### config.mk
export PLATFORM = sky130hd
export DESIGN_NAME = dppc_top
export DESIGN_NICKNAME = d
export VERILOG_FILES = /design/src/design/dppc_pkg.sv /design/src/design/dppc_top.sv /design/src/design/dppc_sync.sv /design/src/design/dppc_pin.sv
export SDC_FILE = /design/constraint.sdc
export NUM_CORES = 1
export LEC_CHECK = 0
export BUFFER_PORTS_ARGS = -buffer_cell sky130_fd_sc_hd__buf_2
export CAP_MARGIN = 0
export CORE_ASPECT_RATIO = 1.75
export CORE_MARGIN = 2
export CORE_UTILIZATION = 30
export DETAILED_ROUTE_END_ITERATION = 10
export PLACE_DENSITY_LB_ADDON = 0.1
export SYNTH_ARGS = -nofsm -noshare
export SYNTH_HDL_FRONTEND = slang
export SYNTH_HIERARCHICAL = 1
export SYNTH_SLANG_ARGS = --single-unit
export TNS_END_PERCENT = 30
### constraint.sdc
create_clock -name CLK -period 2.1 [get_ports CLK]
set_input_delay 0.21 -clock CLK [delete_from_list [all_inputs] [get_ports CLK]]
set_output_delay 0.21 -clock CLK [all_outputs]
set_load 0.02 [all_outputs]
### src/design/dppc_pkg.sv
`default_nettype none
package dppc_pkg;
  localparam logic [7:0] ADDR_P0_DATA = 8'hC0;
  localparam logic [7:0] ADDR_P1_DATA = 8'hC1;
  localparam logic [7:0] ADDR_P0_CONH = 8'hC6;
  localparam logic [7:0] ADDR_P0_CONM = 8'hC7;
  localparam logic [7:0] ADDR_P0_CONL = 8'hC8;
  localparam logic [7:0] ADDR_P0_PUR = 8'hC9;
  localparam logic [7:0] ADDR_P1_CONH = 8'hD3;
  localparam logic [7:0] ADDR_P1_CONM = 8'hD4;
  localparam logic [7:0] ADDR_P1_CONL = 8'hD5;
  localparam logic [7:0] ADDR_P1_PUR = 8'hD6;
  localparam logic [7:0] RST_P0_CONH = 8'h00;
  localparam logic [7:0] RST_P0_CONM = 8'h00;
  localparam logic [7:0] RST_P0_CONL = 8'h00;
  localparam logic [7:0] RST_P0_PUR = 8'h00;
  localparam logic [7:0] RST_P0_DATA = 8'h00;
  localparam logic [7:0] RST_P1_CONH = 8'h01;
  localparam logic [7:0] RST_P1_CONM = 8'h20;
  localparam logic [7:0] RST_P1_CONL = 8'h00;
  localparam logic [7:0] RST_P1_PUR = 8'h00;
  localparam logic [7:0] RST_P1_DATA = 8'h00;
  localparam logic [7:0] MASK_P0_CONH = 8'hFD;
  localparam logic [7:0] MASK_P0_CONM = 8'hFF;
  localparam logic [7:0] MASK_P0_CONL = 8'h3F;
  localparam logic [7:0] MASK_P0_PUR = 8'hFF;
  localparam logic [7:0] MASK_P1_CONH = 8'h03;
  localparam logic [7:0] MASK_P1_CONM = 8'hFC;
  localparam logic [7:0] MASK_P1_CONL = 8'h1F;
  localparam logic [7:0] MASK_P1_PUR = 8'h1F;
  localparam logic [7:0] MASK_P1_DATA = 8'h1F;
  localparam int P0_PIN7_LSB = 5;
  localparam int P0_PIN6_LSB = 2;
  localparam int P0_PIN5_PP_BIT = 0;
  localparam int P0_PIN5_LSB = 6;
  localparam int P0_PIN4_LSB = 3;
  localparam int P0_PIN3_LSB = 0;
  localparam int P0_PIN2_LSB = 4;
  localparam int P0_PIN1_LSB = 2;
  localparam int P0_PIN0_LSB = 0;
  localparam int P1_PIN4_LSB = 0;
  localparam int P1_PIN3_LSB = 5;
  localparam int P1_PIN2_LSB = 2;
  localparam int P1_PIN1_LSB = 2;
  localparam int P1_PIN0_LSB = 0;
  typedef enum logic [2:0] {
    DPPC_INPUT,
    DPPC_OPEN_DRAIN,
    DPPC_PUSH_PULL,
    DPPC_ANALOG,
    DPPC_ALT_OUT,
    DPPC_ALT_IN,
    DPPC_NONE
  } dppc_mode_e;
endpackage
`default_nettype wire

### src/design/dppc_top.sv
`default_nettype none
// Summary of operation
// Port 0 high control resets to zero, pins seven to five inputs.
// Port 0 pin seven: input, open-drain, analog, timer-2 out, push-pull.
// Port 0 pin six: input, open-drain, analog, serial data out, push-pull.
// Port 0 high bit 0 set forces pin five push-pull, else middle field.
// Port 0 pin five: input, open-drain, analog, timer-1/PWM-1 out.
// Port 0 pin four: input, open-drain, analog, serial clock out, push-pull.
// Port 0 pin three: input, open-drain, analog, timer-0/PWM-0 out, push-pull.
// Software sets serial clock pin to input for serial slave use.
// Port 0 middle control resets to zero, pins four and three inputs.
// Port 0 pin two: input, open-drain, analog, push-pull; low resets zero.
// Port 0 pin one: input, open-drain, sub-oscillator output, push-pull.
// Port 0 pin zero: input, open-drain, sub-oscillator input, push-pull.
// One pull-up enable per port 0 pin, one enables, resets zero.
// Data reads pin level in input mode, drives pins in output mode.
// Port 1 high control resets to 01, pin four open-drain.
// Port 1 pin four: input, open-drain, unavailable, push-pull.
// Port 1 middle control resets to 20H.
// Port 1 pin three: input, open-drain, analog, PWM-4 out, push-pull.
// Port 1 pin two: input, open-drain, analog, PWM-3, buzzer, push-pull.
// Port 1 pin one: input, open-drain, analog, PWM-2, push-pull; low resets zero.
// Port 1 pin zero: input, open-drain, voltage reference, push-pull.
// Port 1 pull-up bits four to zero used, upper bits unused.
// Unused control bits ignore writes and read as zero.
module dppc_top (
  input wire logic CLK,
  input wire logic RST,
  input wire logic [7:0] ADDR,
  input wire logic [7:0] WDATA,
  input wire logic WR,
  input wire logic RD,
  output logic [7:0] RDATA,
  input wire logic [7:0] P0_PIN_IN,
  output logic [7:0] P0_PIN_OUT,
  output logic [7:0] P0_PIN_OE,
  output logic [7:0] P0_PULLUP,
  output logic [7:0] P0_ANALOG,
  output logic [7:0] P0_ALT_IN,
  input wire logic [4:0] P1_PIN_IN,
  output logic [4:0] P1_PIN_OUT,
  output logic [4:0] P1_PIN_OE,
  output logic [4:0] P1_PULLUP,
  output logic [4:0] P1_ANALOG,
  output logic [4:0] P1_ALT_IN,
  input wire logic TIMER2_OUTPUT,
  input wire logic SERIAL_DATA_OUTPUT,
  input wire logic TIMER1_PWM1_OUTPUT,
  input wire logic SERIAL_CLOCK_OUTPUT,
  input wire logic TIMER0_PWM0_OUTPUT,
  input wire logic SUB_OSCILLATOR_OUTPUT,
  input wire logic PWM_CHANNEL_FOUR_OUTPUT,
  input wire logic PWM_CHANNEL_THREE_OUTPUT,
  input wire logic BUZZER_OUTPUT,
  input wire logic PWM_CHANNEL_TWO_OUTPUT,
  output logic [7:0] P0_LEVEL,
  output logic [4:0] P1_LEVEL
);
  logic [7:0] p0_conh_q;
  logic [7:0] p0_conm_q;
  logic [7:0] p0_conl_q;
  logic [7:0] p0_pur_q;
  logic [7:0] p0_data_q;
  logic [7:0] p1_conh_q;
  logic [7:0] p1_conm_q;
  logic [7:0] p1_conl_q;
  logic [7:0] p1_pur_q;
  logic [7:0] p1_data_q;
  logic [7:0] p0_sync;
  logic [4:0] p1_sync;
  dppc_pkg::dppc_mode_e p0_mode [8];
  dppc_pkg::dppc_mode_e p1_mode [5];
  logic [7:0] p0_alt;
  logic [4:0] p1_alt;
  logic [7:0] p0_is_out;
  logic [4:0] p1_is_out;
  logic [7:0] rdata_d;

  // Three-bit field with analog at 010, a peripheral output at 011 and push-pull at 1xx.
  function automatic dppc_pkg::dppc_mode_e dec3(input logic [2:0] f);
    dppc_pkg::dppc_mode_e m;
    m = dppc_pkg::DPPC_PUSH_PULL;
    unique case (f[1:0])
      2'h0: m = f[2] ? dppc_pkg::DPPC_PUSH_PULL : dppc_pkg::DPPC_INPUT;
      2'h1: m = f[2] ? dppc_pkg::DPPC_PUSH_PULL : dppc_pkg::DPPC_OPEN_DRAIN;
      2'h2: m = f[2] ? dppc_pkg::DPPC_PUSH_PULL : dppc_pkg::DPPC_ANALOG;
      2'h3: m = f[2] ? dppc_pkg::DPPC_PUSH_PULL : dppc_pkg::DPPC_ALT_OUT;
    endcase
    return m;
  endfunction

  // Two-bit field whose code 10 selects the given alternative mode.
  function automatic dppc_pkg::dppc_mode_e dec2(input logic [1:0] f,
                                                input dppc_pkg::dppc_mode_e alt10);
    dppc_pkg::dppc_mode_e m;
    m = dppc_pkg::DPPC_INPUT;
    unique case (f)
      2'h0: m = dppc_pkg::DPPC_INPUT;
      2'h1: m = dppc_pkg::DPPC_OPEN_DRAIN;
      2'h2: m = alt10;
      2'h3: m = dppc_pkg::DPPC_PUSH_PULL;
    endcase
    return m;
  endfunction

  function automatic logic is_drive(input dppc_pkg::dppc_mode_e m);
    return (m == dppc_pkg::DPPC_PUSH_PULL) || (m == dppc_pkg::DPPC_OPEN_DRAIN);
  endfunction

  dppc_sync #(.WIDTH(8)) u_sync0 (
    .CLK(CLK),
    .RST(RST),
    .d(P0_PIN_IN),
    .q(p0_sync)
  );

  dppc_sync #(.WIDTH(5)) u_sync1 (
    .CLK(CLK),
    .RST(RST),
    .d(P1_PIN_IN),
    .q(p1_sync)
  );

  // high reset
  // middle reset
  // low reset
  // unused bits masked
  always_ff @(posedge CLK) begin
    if (RST) begin
      p0_conh_q <= dppc_pkg::RST_P0_CONH;
      p0_conm_q <= dppc_pkg::RST_P0_CONM;
      p0_conl_q <= dppc_pkg::RST_P0_CONL;
    end else if (WR) begin
      if (ADDR == dppc_pkg::ADDR_P0_CONH) p0_conh_q <= WDATA & dppc_pkg::MASK_P0_CONH;
      if (ADDR == dppc_pkg::ADDR_P0_CONM) p0_conm_q <= WDATA & dppc_pkg::MASK_P0_CONM;
      if (ADDR == dppc_pkg::ADDR_P0_CONL) p0_conl_q <= WDATA & dppc_pkg::MASK_P0_CONL;
    end
  end

  // high resets 01
  // middle resets 20H
  // low resets zero
  // unused bits masked
  always_ff @(posedge CLK) begin
    if (RST) begin
      p1_conh_q <= dppc_pkg::RST_P1_CONH;
      p1_conm_q <= dppc_pkg::RST_P1_CONM;
      p1_conl_q <= dppc_pkg::RST_P1_CONL;
    end else if (WR) begin
      if (ADDR == dppc_pkg::ADDR_P1_CONH) p1_conh_q <= WDATA & dppc_pkg::MASK_P1_CONH;
      if (ADDR == dppc_pkg::ADDR_P1_CONM) p1_conm_q <= WDATA & dppc_pkg::MASK_P1_CONM;
      if (ADDR == dppc_pkg::ADDR_P1_CONL) p1_conl_q <= WDATA & dppc_pkg::MASK_P1_CONL;
    end
  end

  // port 0 pull-ups
  // port 1 pull-ups
  always_ff @(posedge CLK) begin
    if (RST) begin
      p0_pur_q <= dppc_pkg::RST_P0_PUR;
      p1_pur_q <= dppc_pkg::RST_P1_PUR;
    end else if (WR) begin
      if (ADDR == dppc_pkg::ADDR_P0_PUR) p0_pur_q <= WDATA & dppc_pkg::MASK_P0_PUR;
      if (ADDR == dppc_pkg::ADDR_P1_PUR) p1_pur_q <= WDATA & dppc_pkg::MASK_P1_PUR;
    end
  end

  // data latches
  always_ff @(posedge CLK) begin
    if (RST) begin
      p0_data_q <= dppc_pkg::RST_P0_DATA;
      p1_data_q <= dppc_pkg::RST_P1_DATA;
    end else if (WR) begin
      if (ADDR == dppc_pkg::ADDR_P0_DATA) p0_data_q <= WDATA;
      if (ADDR == dppc_pkg::ADDR_P1_DATA) p1_data_q <= WDATA & dppc_pkg::MASK_P1_DATA;
    end
  end

  always_comb begin
    // pin seven
    p0_mode[7] = dec3(p0_conh_q[dppc_pkg::P0_PIN7_LSB +: 3]);
    // pin six
    p0_mode[6] = dec3(p0_conh_q[dppc_pkg::P0_PIN6_LSB +: 3]);
    // push-pull override
    // middle field
    if (p0_conh_q[dppc_pkg::P0_PIN5_PP_BIT]) begin
      p0_mode[5] = dppc_pkg::DPPC_PUSH_PULL;
    end else if (p0_conm_q[dppc_pkg::P0_PIN5_LSB +: 2] == 2'h3) begin
      p0_mode[5] = dppc_pkg::DPPC_ALT_OUT;
    end else begin
      p0_mode[5] = dec2(p0_conm_q[dppc_pkg::P0_PIN5_LSB +: 2], dppc_pkg::DPPC_ANALOG);
    end
    // pin four
    // slave clock relies on input mode
    p0_mode[4] = dec3(p0_conm_q[dppc_pkg::P0_PIN4_LSB +: 3]);
    // pin three
    p0_mode[3] = dec3(p0_conm_q[dppc_pkg::P0_PIN3_LSB +: 3]);
    // pin two
    p0_mode[2] = dec2(p0_conl_q[dppc_pkg::P0_PIN2_LSB +: 2], dppc_pkg::DPPC_ANALOG);
    // sub-oscillator output
    p0_mode[1] = dec2(p0_conl_q[dppc_pkg::P0_PIN1_LSB +: 2], dppc_pkg::DPPC_ALT_OUT);
    // sub-oscillator input
    p0_mode[0] = dec2(p0_conl_q[dppc_pkg::P0_PIN0_LSB +: 2], dppc_pkg::DPPC_ALT_IN);
    // code 10 unavailable
    p1_mode[4] = dec2(p1_conh_q[dppc_pkg::P1_PIN4_LSB +: 2], dppc_pkg::DPPC_NONE);
    // pin three
    p1_mode[3] = dec3(p1_conm_q[dppc_pkg::P1_PIN3_LSB +: 3]);
    // pin two sparse codes
    unique case (p1_conm_q[dppc_pkg::P1_PIN2_LSB +: 3])
      3'h0: p1_mode[2] = dppc_pkg::DPPC_INPUT;
      3'h1: p1_mode[2] = dppc_pkg::DPPC_OPEN_DRAIN;
      3'h2: p1_mode[2] = dppc_pkg::DPPC_ANALOG;
      3'h3: p1_mode[2] = dppc_pkg::DPPC_ALT_OUT;
      3'h5: p1_mode[2] = dppc_pkg::DPPC_ALT_OUT;
      3'h7: p1_mode[2] = dppc_pkg::DPPC_PUSH_PULL;
      default: p1_mode[2] = dppc_pkg::DPPC_NONE;
    endcase
    // pin one
    p1_mode[1] = dec3(p1_conl_q[dppc_pkg::P1_PIN1_LSB +: 3]);
    // voltage reference
    p1_mode[0] = dec2(p1_conl_q[dppc_pkg::P1_PIN0_LSB +: 2], dppc_pkg::DPPC_ANALOG);
  end

  always_comb begin
    p0_alt = {TIMER2_OUTPUT, SERIAL_DATA_OUTPUT, TIMER1_PWM1_OUTPUT, SERIAL_CLOCK_OUTPUT,
              TIMER0_PWM0_OUTPUT, 1'b0, SUB_OSCILLATOR_OUTPUT, 1'b0};
    p1_alt = {1'b0, PWM_CHANNEL_FOUR_OUTPUT,
              (p1_conm_q[dppc_pkg::P1_PIN2_LSB +: 3] == 3'h5) ? BUZZER_OUTPUT
                                                              : PWM_CHANNEL_THREE_OUTPUT,
              PWM_CHANNEL_TWO_OUTPUT, 1'b0};
  end

  genvar gi;
  generate
    for (gi = 0; gi < 8; gi++) begin : g_p0
      assign p0_is_out[gi] = is_drive(p0_mode[gi]);
      dppc_pin u_pin (
        .CLK(CLK),
        .RST(RST),
        .mode(p0_mode[gi]),
        .data_bit(p0_data_q[gi]),
        .alt_bit(p0_alt[gi]),
        .pullup_bit(p0_pur_q[gi]),
        .pad_out(P0_PIN_OUT[gi]),
        .pad_oe(P0_PIN_OE[gi]),
        .pullup_on(P0_PULLUP[gi]),
        .analog_on(P0_ANALOG[gi]),
        .alt_in_on(P0_ALT_IN[gi])
      );
    end
    for (gi = 0; gi < 5; gi++) begin : g_p1
      assign p1_is_out[gi] = is_drive(p1_mode[gi]);
      dppc_pin u_pin (
        .CLK(CLK),
        .RST(RST),
        .mode(p1_mode[gi]),
        .data_bit(p1_data_q[gi]),
        .alt_bit(p1_alt[gi]),
        .pullup_bit(p1_pur_q[gi]),
        .pad_out(P1_PIN_OUT[gi]),
        .pad_oe(P1_PIN_OE[gi]),
        .pullup_on(P1_PULLUP[gi]),
        .analog_on(P1_ANALOG[gi]),
        .alt_in_on(P1_ALT_IN[gi])
      );
    end
  endgenerate

  // read pin or latch
  always_comb begin
    rdata_d = 8'h00;
    unique case (ADDR)
      dppc_pkg::ADDR_P0_DATA: rdata_d = (p0_data_q & p0_is_out) | (p0_sync & ~p0_is_out);
      dppc_pkg::ADDR_P1_DATA: rdata_d = {3'h0, (p1_data_q[4:0] & p1_is_out)
                                               | (p1_sync & ~p1_is_out)};
      dppc_pkg::ADDR_P0_CONH: rdata_d = p0_conh_q;
      dppc_pkg::ADDR_P0_CONM: rdata_d = p0_conm_q;
      dppc_pkg::ADDR_P0_CONL: rdata_d = p0_conl_q;
      dppc_pkg::ADDR_P0_PUR: rdata_d = p0_pur_q;
      dppc_pkg::ADDR_P1_CONH: rdata_d = p1_conh_q;
      dppc_pkg::ADDR_P1_CONM: rdata_d = p1_conm_q;
      dppc_pkg::ADDR_P1_CONL: rdata_d = p1_conl_q;
      dppc_pkg::ADDR_P1_PUR: rdata_d = p1_pur_q;
      default: rdata_d = 8'h00;
    endcase
  end

  // Read data is registered, so software sees it one cycle after the strobe.
  always_ff @(posedge CLK) begin
    if (RST) begin
      RDATA <= 8'h00;
      P0_LEVEL <= 8'h00;
      P1_LEVEL <= 5'h00;
    end else begin
      if (RD) RDATA <= rdata_d;
      P0_LEVEL <= p0_sync;
      P1_LEVEL <= p1_sync;
    end
  end
endmodule
`default_nettype wire

### src/design/dppc_sync.sv
`default_nettype none
module dppc_sync #(
  parameter int WIDTH = 8
) (
  input wire logic CLK,
  input wire logic RST,
  input wire logic [WIDTH-1:0] d,
  output logic [WIDTH-1:0] q
);
  logic [WIDTH-1:0] meta_q;
  always_ff @(posedge CLK) begin
    if (RST) begin
      meta_q <= '0;
      q <= '0;
    end else begin
      meta_q <= d;
      q <= meta_q;
    end
  end
endmodule
`default_nettype wire

### src/design/dppc_pin.sv
`default_nettype none
module dppc_pin (
  input wire logic CLK,
  input wire logic RST,
  input wire dppc_pkg::dppc_mode_e mode,
  input wire logic data_bit,
  input wire logic alt_bit,
  input wire logic pullup_bit,
  output logic pad_out,
  output logic pad_oe,
  output logic pullup_on,
  output logic analog_on,
  output logic alt_in_on
);
  // Open-drain only ever drives low, so a one leaves the pad released.
  always_ff @(posedge CLK) begin
    if (RST) begin
      pad_out <= 1'b0;
      pad_oe <= 1'b0;
      pullup_on <= 1'b0;
      analog_on <= 1'b0;
      alt_in_on <= 1'b0;
    end else begin
      pad_out <= 1'b0;
      pad_oe <= 1'b0;
      unique case (mode)
        dppc_pkg::DPPC_PUSH_PULL: begin
          pad_out <= data_bit;
          pad_oe <= 1'b1;
        end
        dppc_pkg::DPPC_OPEN_DRAIN: begin
          pad_oe <= ~data_bit;
        end
        dppc_pkg::DPPC_ALT_OUT: begin
          pad_out <= alt_bit;
          pad_oe <= 1'b1;
        end
        dppc_pkg::DPPC_INPUT, dppc_pkg::DPPC_ANALOG, dppc_pkg::DPPC_ALT_IN,
        dppc_pkg::DPPC_NONE: begin
          pad_oe <= 1'b0;
        end
      endcase
      pullup_on <= pullup_bit & (mode != dppc_pkg::DPPC_ANALOG);
      analog_on <= (mode == dppc_pkg::DPPC_ANALOG);
      alt_in_on <= (mode == dppc_pkg::DPPC_ALT_IN);
    end
  end
endmodule
`default_nettype wire

# After elaboration in Yosys (flattened, before gate mapping)
# Cells that the tools add are included.
# W data, S select, Z words.
# word_totals
ff_bits,172
latch_bits,0
ramBits,0
romBits,0
inputBits,43
out_inout_bits,86
wordCells,405
memories,0
# op_classes
add_sub_neg,0
n_mul,0
div_mod_pow,0
order_cmp,0
eq_ne,142
shift,0
mux,63
bitwise,38
reduce_logical,80
# ops
cell,n
$pmux W3 S4,11
$eq A3 B3 Y1 const B,41
$eq A3 B2 Y1 const B,28
$eq A8 B8 Y1 const B,10
$pmux W8 S10,1
$reduce_or A4 Y1,13
$eq A2 B2 Y1 const B,24
$eq A3 B1 Y1 const B,14
$logic_not A3 Y1,14
$ne A3 B2 Y1 const B,13
$pmux W1 S3,13
$reduce_or A2 Y1,18
$eq A2 B1 Y1 const B,12
$logic_not A2 Y1,12
$mux W2,12
$mux W3,8
$reduce_and A2 Y1,10
$pmux W1 S2,9
$not A1 Y1,17
$and A8 B8 Y8,2
$pmux W3 S5,1
$and A1 B1 Y1,13
$logic_or A1 B1 Y1,13
$and A5 B5 Y5,2
other kinds (6),12

# Logic depth before layout (Yosys ltp)
# depth
word_depth,10
depth_mapped,8

# By module
# Netlist, hierarchy kept.
# by_module_without_submodules
mod,instances,cells_each,area_each_um2
dppc_top,1,499,4207.8
dppc_pin,13,17,191.4
dppc_sync at u_sync0,1,33,464.2
dppc_sync at u_sync1,1,20,262.8

# Least setup slack after synthesis
# Ideal clock, no wire load.
# synth_path
path_type,register to register
startpoint,register p1_conl_q[0]
endpoint,register RDATA[0]
setup_ns,0.117
arrival_ns,1.561
setup_slack_ns,0.422
stages_incl_launch_ff,8
path_buffers,0
period_less_slack_ns,1.678
path_cell_list,dfxtp_1 inv_1 ha_1 or2_2 xnor2_1 mux2i_1 o221ai_1 a22o_1
# synth_rtl
element,line_no,rtl
"start, declared",dppc_top.sv:66,logic [7:0] p1_conl_q;
"start signal, assigned",dppc_top.sv:148,p1_conl_q <= dppc_pkg::RST_P1_CONL;
"start signal, assigned",dppc_top.sv:152,if (ADDR == dppc_pkg::ADDR_P1_CONL) p1_conl_q <= WDATA & dppc_pkg::MASK_P1_CONL;
"end signal, assigned",dppc_top.sv:295,if (RD) RDATA <= rdata_d;
"end, declared",dppc_top.sv:33,"output logic [7:0] RDATA,"

==> reports/qor.txt <==
Outcome - complete, no violations
Antenna viol nets, final - 0
Number of enable-type register cells in the synthesized netlist - 0
Minimum clock period - 1.89 ns
Crit-path max cell delay - 0.39 ns
Layout Cells excl Fill - 1262
Rel. slew slack - 65.2%
Multi-input gate area in the final layout - 3690 µm²
Final Max Tran Viols - 0
Portion of total power attributed to sequential cells - 46.5%
Wire length of the first global-routing pass - 32800 µm
# placed instances - 1216
Total vias in the final route - 5930
Path class of the lowest-slack min-delay path - primary input to register
Post-CTS resize count - 0
Number of endpoints failing setup at the final stage - 0
Crit path launch - p1_conl_q[0]
Switching portion of total power - 21.9%
Total leakage power - 3.99 nW
X dimension of the die - 123 µm
Largest fanout on the critical path - 7
Endpoint of the most critical setup path - RDATA[0]
Clock latency on the worst-skew pair - 0.45 ns
Category of cells accounting for the largest share of critical-path delay - flip-flops
Netlist cell types - 64
# DRC - 0
Worst Path Class, Setup - register to register
Register-to-register setup slack - 0.21 ns
Clock transition at the registers of the reported paths - 0.07 ns
Netlist area before placement - 7420 µm²
RR Endpoint - RDATA[0]
Critical path, cell by cell - inv_1 > ha_1 > or2_2 > xnor2_1 > mux2i_1 > o221ai_1 > a22o_1
Std-Cell Core Area - 24400 µm²
Sequential element share of the synthesized area - 46.4%
Count of maximum capacitance violations - 0
Post-synthesis sequential element count - 172
Setup Slack @ Placement - 0.222 ns
Setup TNS after final layout - 0 ns
Gp weighted congestion - 0.822
Fmax - 0.530 GHz
Setup repair after global routing missed its margin - false
Maximum vdd drop - 0.521 mV
Number of nets at the end of the flow - 990
Share of the synthesized area in the top cell type - 46.4%
Worst r2r path cells - 7
Worst Tran Pin Value - 0.518 ns
Portion of total power attributed to the clock network - 48.6%
Clock tree skew after final layout - 0.00963 ns
Number of port buffers - 128
Final worst-path cycle share - 89.8%
I/O pins - 129
Routed length per placed instance - 16.6 µm
Number of instances in the synthesized netlist - 773
Logic gate share of total power - 4.9%
Height of the die - 212 µm
Worst Setup Slack, final - 0.214 ns
TritonRoute pass-1 iters - 4
Remaining Overflow, GRT - 0
Dominant synthesized flop cell - sky130_fd_sc_hd__dfxtp_1
H-tree level count - 4
Post-CTS setup buffer count - 0
Number of clock sinks - 172
TritonCTS Buffers - 17
Power spent charging and discharging nets - 1.56 mW
Leading post-synthesis cells by instance count - 172 x sky130_fd_sc_hd__dfxtp_1, 88 x sky130_fd_sc_hd__nor2_1, 56 x sky130_fd_sc_hd__mux2i_1
Vias per cell - 4.70
Startpoint of the most critical register-to-register path - p1_conl_q[0]
Standard-cell rows - 76
Synth Area per Inst - 9.60 µm²
CP arrival - 2.23 ns
Cell Pwr Density - 765 nW/µm²
Number of inserted filler cells in the final layout - 2478
Initial antenna violation count - 2
Layout cells sized above 1 - 23.8%
Number of global-route vias before repair - 5972
Register Area - 3440 µm²
CP Launch Type - register
Violation count after the first detailed-route iteration - 193
Leading cell type by number of instances after synthesis - sky130_fd_sc_hd__dfxtp_1
Clock tree root driver cell - sky130_fd_sc_hd__clkbuf_16
Buffers from clock root to sink, at most - 2
Leading cell types by total area after synthesis - sky130_fd_sc_hd__dfxtp_1 46%, sky130_fd_sc_hd__mux2i_1 7.6%, sky130_fd_sc_hd__nor2_1 4.4%
Power Total - 7.12 mW
WP buf/inv - 1
Proportion of synthesized flip-flops having asynchronous set or reset - 0%
Final routed wirelength across all metal layers - 21000 µm
Die area - 26100 µm²
Path length in cells of the critical path - 7
Cell type with the highest aggregate area in the netlist - sky130_fd_sc_hd__dfxtp_1
Required time of the critical path - 2.44 ns
Hold-fix buffers at CTS - 13
Synth warnings - 6
Global routing usage summed across all routing layers - 17.0%
Detailed placement HPWL - 15500 µm
Maximum number of pins on one net before global-route repair - 52
Final hold violation count - 0
Starting density of the core - 30.4%
Clock tree from TritonCTS - yes
Area overhead of the layout relative to synthesis - 25.5%
Cell internal pwr - 5.56 mW
Kind of capture point of the worst setup path - register
Cell with the biggest individual delay on the critical path - sky130_fd_sc_hd__dfxtp_1
-- worst register-to-register path, stage by stage, from the launching register on --
cell                       delay [ns]
sky130_fd_sc_hd__dfxtp_1         0.39
sky130_fd_sc_hd__inv_1           0.06
sky130_fd_sc_hd__ha_1            0.18
sky130_fd_sc_hd__or2_2           0.36
sky130_fd_sc_hd__xnor2_1         0.19
sky130_fd_sc_hd__mux2i_1         0.26
sky130_fd_sc_hd__o221ai_1        0.14
sky130_fd_sc_hd__a22o_1          0.20
-- per-layer routing --
| metal | GRT usage, % | up-vias | wire, µm | part of all wire, % |
|---|---|---|---|---|
| li1 | - | 2978 | - | - |
| met1 | 17.9 | 2823 | 8400 | 40 |
| met2 | 31.1 | 98 | 11300 | 54 |
| met3 | 4.02 | 29 | 678 | 3.2 |
| met4 | 7.69 | 2 | 531 | 2.5 |
| met5 | 0 | - | 7 | 0.033 |
-- worst min path at each step --
stage                                   start               endpoint  slack, ns  cells after the start
after floorplan                           RST      u_sync1/meta_q[0]       0.28                      1
after global placement      u_sync0/meta_q[4]           u_sync0/q[4]       0.42                      1
after detailed placement         P0_PIN_IN[4]      u_sync0/meta_q[4]       0.42                      2
after CTS                 SERIAL_CLOCK_OUTPUT  g_p0[4].u_pin/pad_out       0.01                      3
after global routing            TIMER2_OUTPUT  g_p0[7].u_pin/pad_out       0.03                      3
final                     SERIAL_CLOCK_OUTPUT  g_p0[4].u_pin/pad_out       0.04                      3
-- area by class of cell --
cell class,count,share of cell area [%]
antenna,1,0.0269
clock buffer,23,5.24
clock inverter,9,1.69
inverter,47,1.89
multi-input combinational,534,39.6
sequential,172,37.0
tap,312,4.19
timing repair buffer,164,10.4
-- power by group through the flow --
stage | sequential (mW) | clock (mW) | combinational [mW]
floorplan | 3.40 | 0 | 0.167
global placement | 3.39 | 0 | 0.334
detailed placement | 3.39 | 0 | 0.333
CTS | 3.31 | 3.58 | 0.352
global route | 3.32 | 3.71 | 0.381
finish | 3.31 | 3.46 | 0.347
-- stage by stage --
stage	cell area, µm²	hold WS [ns]	util (%)
final	9320	0.0447	38.1
after global placement	8540	0.416	34.9
after detailed placement	8540	0.421	34.9
after CTS	9310	0.0115	38.1
after global routing	9320	0.0333	38.1
after floorplan	7470	0.282	-
-- cell families (layout without fill, tap and decap cells) --
group	count (synthesis)	in the layout	synth area share [%]
xor gates and xnor gates	24	24	2.83
other	1	15	0.0505
muxes	73	73	10.1
DFF	172	172	46.4
AOI/OAI and AO/OA	108	108	10.1
adders and majority gates	11	11	1.85
buffers and inverters	80	243	4.60
and+or+nand+nor	304	304	24.1
-- cell usage in the layout, fill, tap and decap left out, types with 4 or more instances in the layout --
| cell | count |
|---|---|
| sky130_fd_sc_hd__bufinv_16 | 4 |
| sky130_fd_sc_hd__mux2_1 | 13 |
| sky130_fd_sc_hd__nor4b_1 | 13 |
| sky130_fd_sc_hd__nand2_1 | 54 |
| sky130_fd_sc_hd__dlygate4sd3_1 | 13 |
| sky130_fd_sc_hd__ha_1 | 11 |
| sky130_fd_sc_hd__a21boi_0 | 13 |
| sky130_fd_sc_hd__nor3b_1 | 13 |
| sky130_fd_sc_hd__clkbuf_8 | 4 |
| sky130_fd_sc_hd__nor3_1 | 4 |
| sky130_fd_sc_hd__conb_1 | 14 |
| sky130_fd_sc_hd__and4bb_2 | 13 |
| sky130_fd_sc_hd__nor2b_2 | 7 |
| sky130_fd_sc_hd__and2b_2 | 6 |
| sky130_fd_sc_hd__nand3_1 | 9 |
| sky130_fd_sc_hd__nand3_2 | 4 |
| sky130_fd_sc_hd__nand3b_1 | 30 |
| sky130_fd_sc_hd__a21oi_1 | 32 |
| sky130_fd_sc_hd__nor2b_1 | 37 |
| sky130_fd_sc_hd__xnor2_1 | 22 |
| sky130_fd_sc_hd__inv_1 | 47 |
| sky130_fd_sc_hd__o21bai_1 | 5 |
| sky130_fd_sc_hd__dfxtp_1 | 172 |
| sky130_fd_sc_hd__and3_1 | 4 |
| sky130_fd_sc_hd__buf_4 | 22 |
| sky130_fd_sc_hd__o21ai_0 | 13 |
| sky130_fd_sc_hd__buf_2 | 127 |
| sky130_fd_sc_hd__mux2_2 | 4 |
| sky130_fd_sc_hd__mux2i_1 | 56 |
| sky130_fd_sc_hd__a311oi_1 | 13 |
| sky130_fd_sc_hd__clkbuf_16 | 17 |
| sky130_fd_sc_hd__a22o_1 | 6 |
| sky130_fd_sc_hd__nor2_1 | 88 |
(Power assumes the default switching activity.)
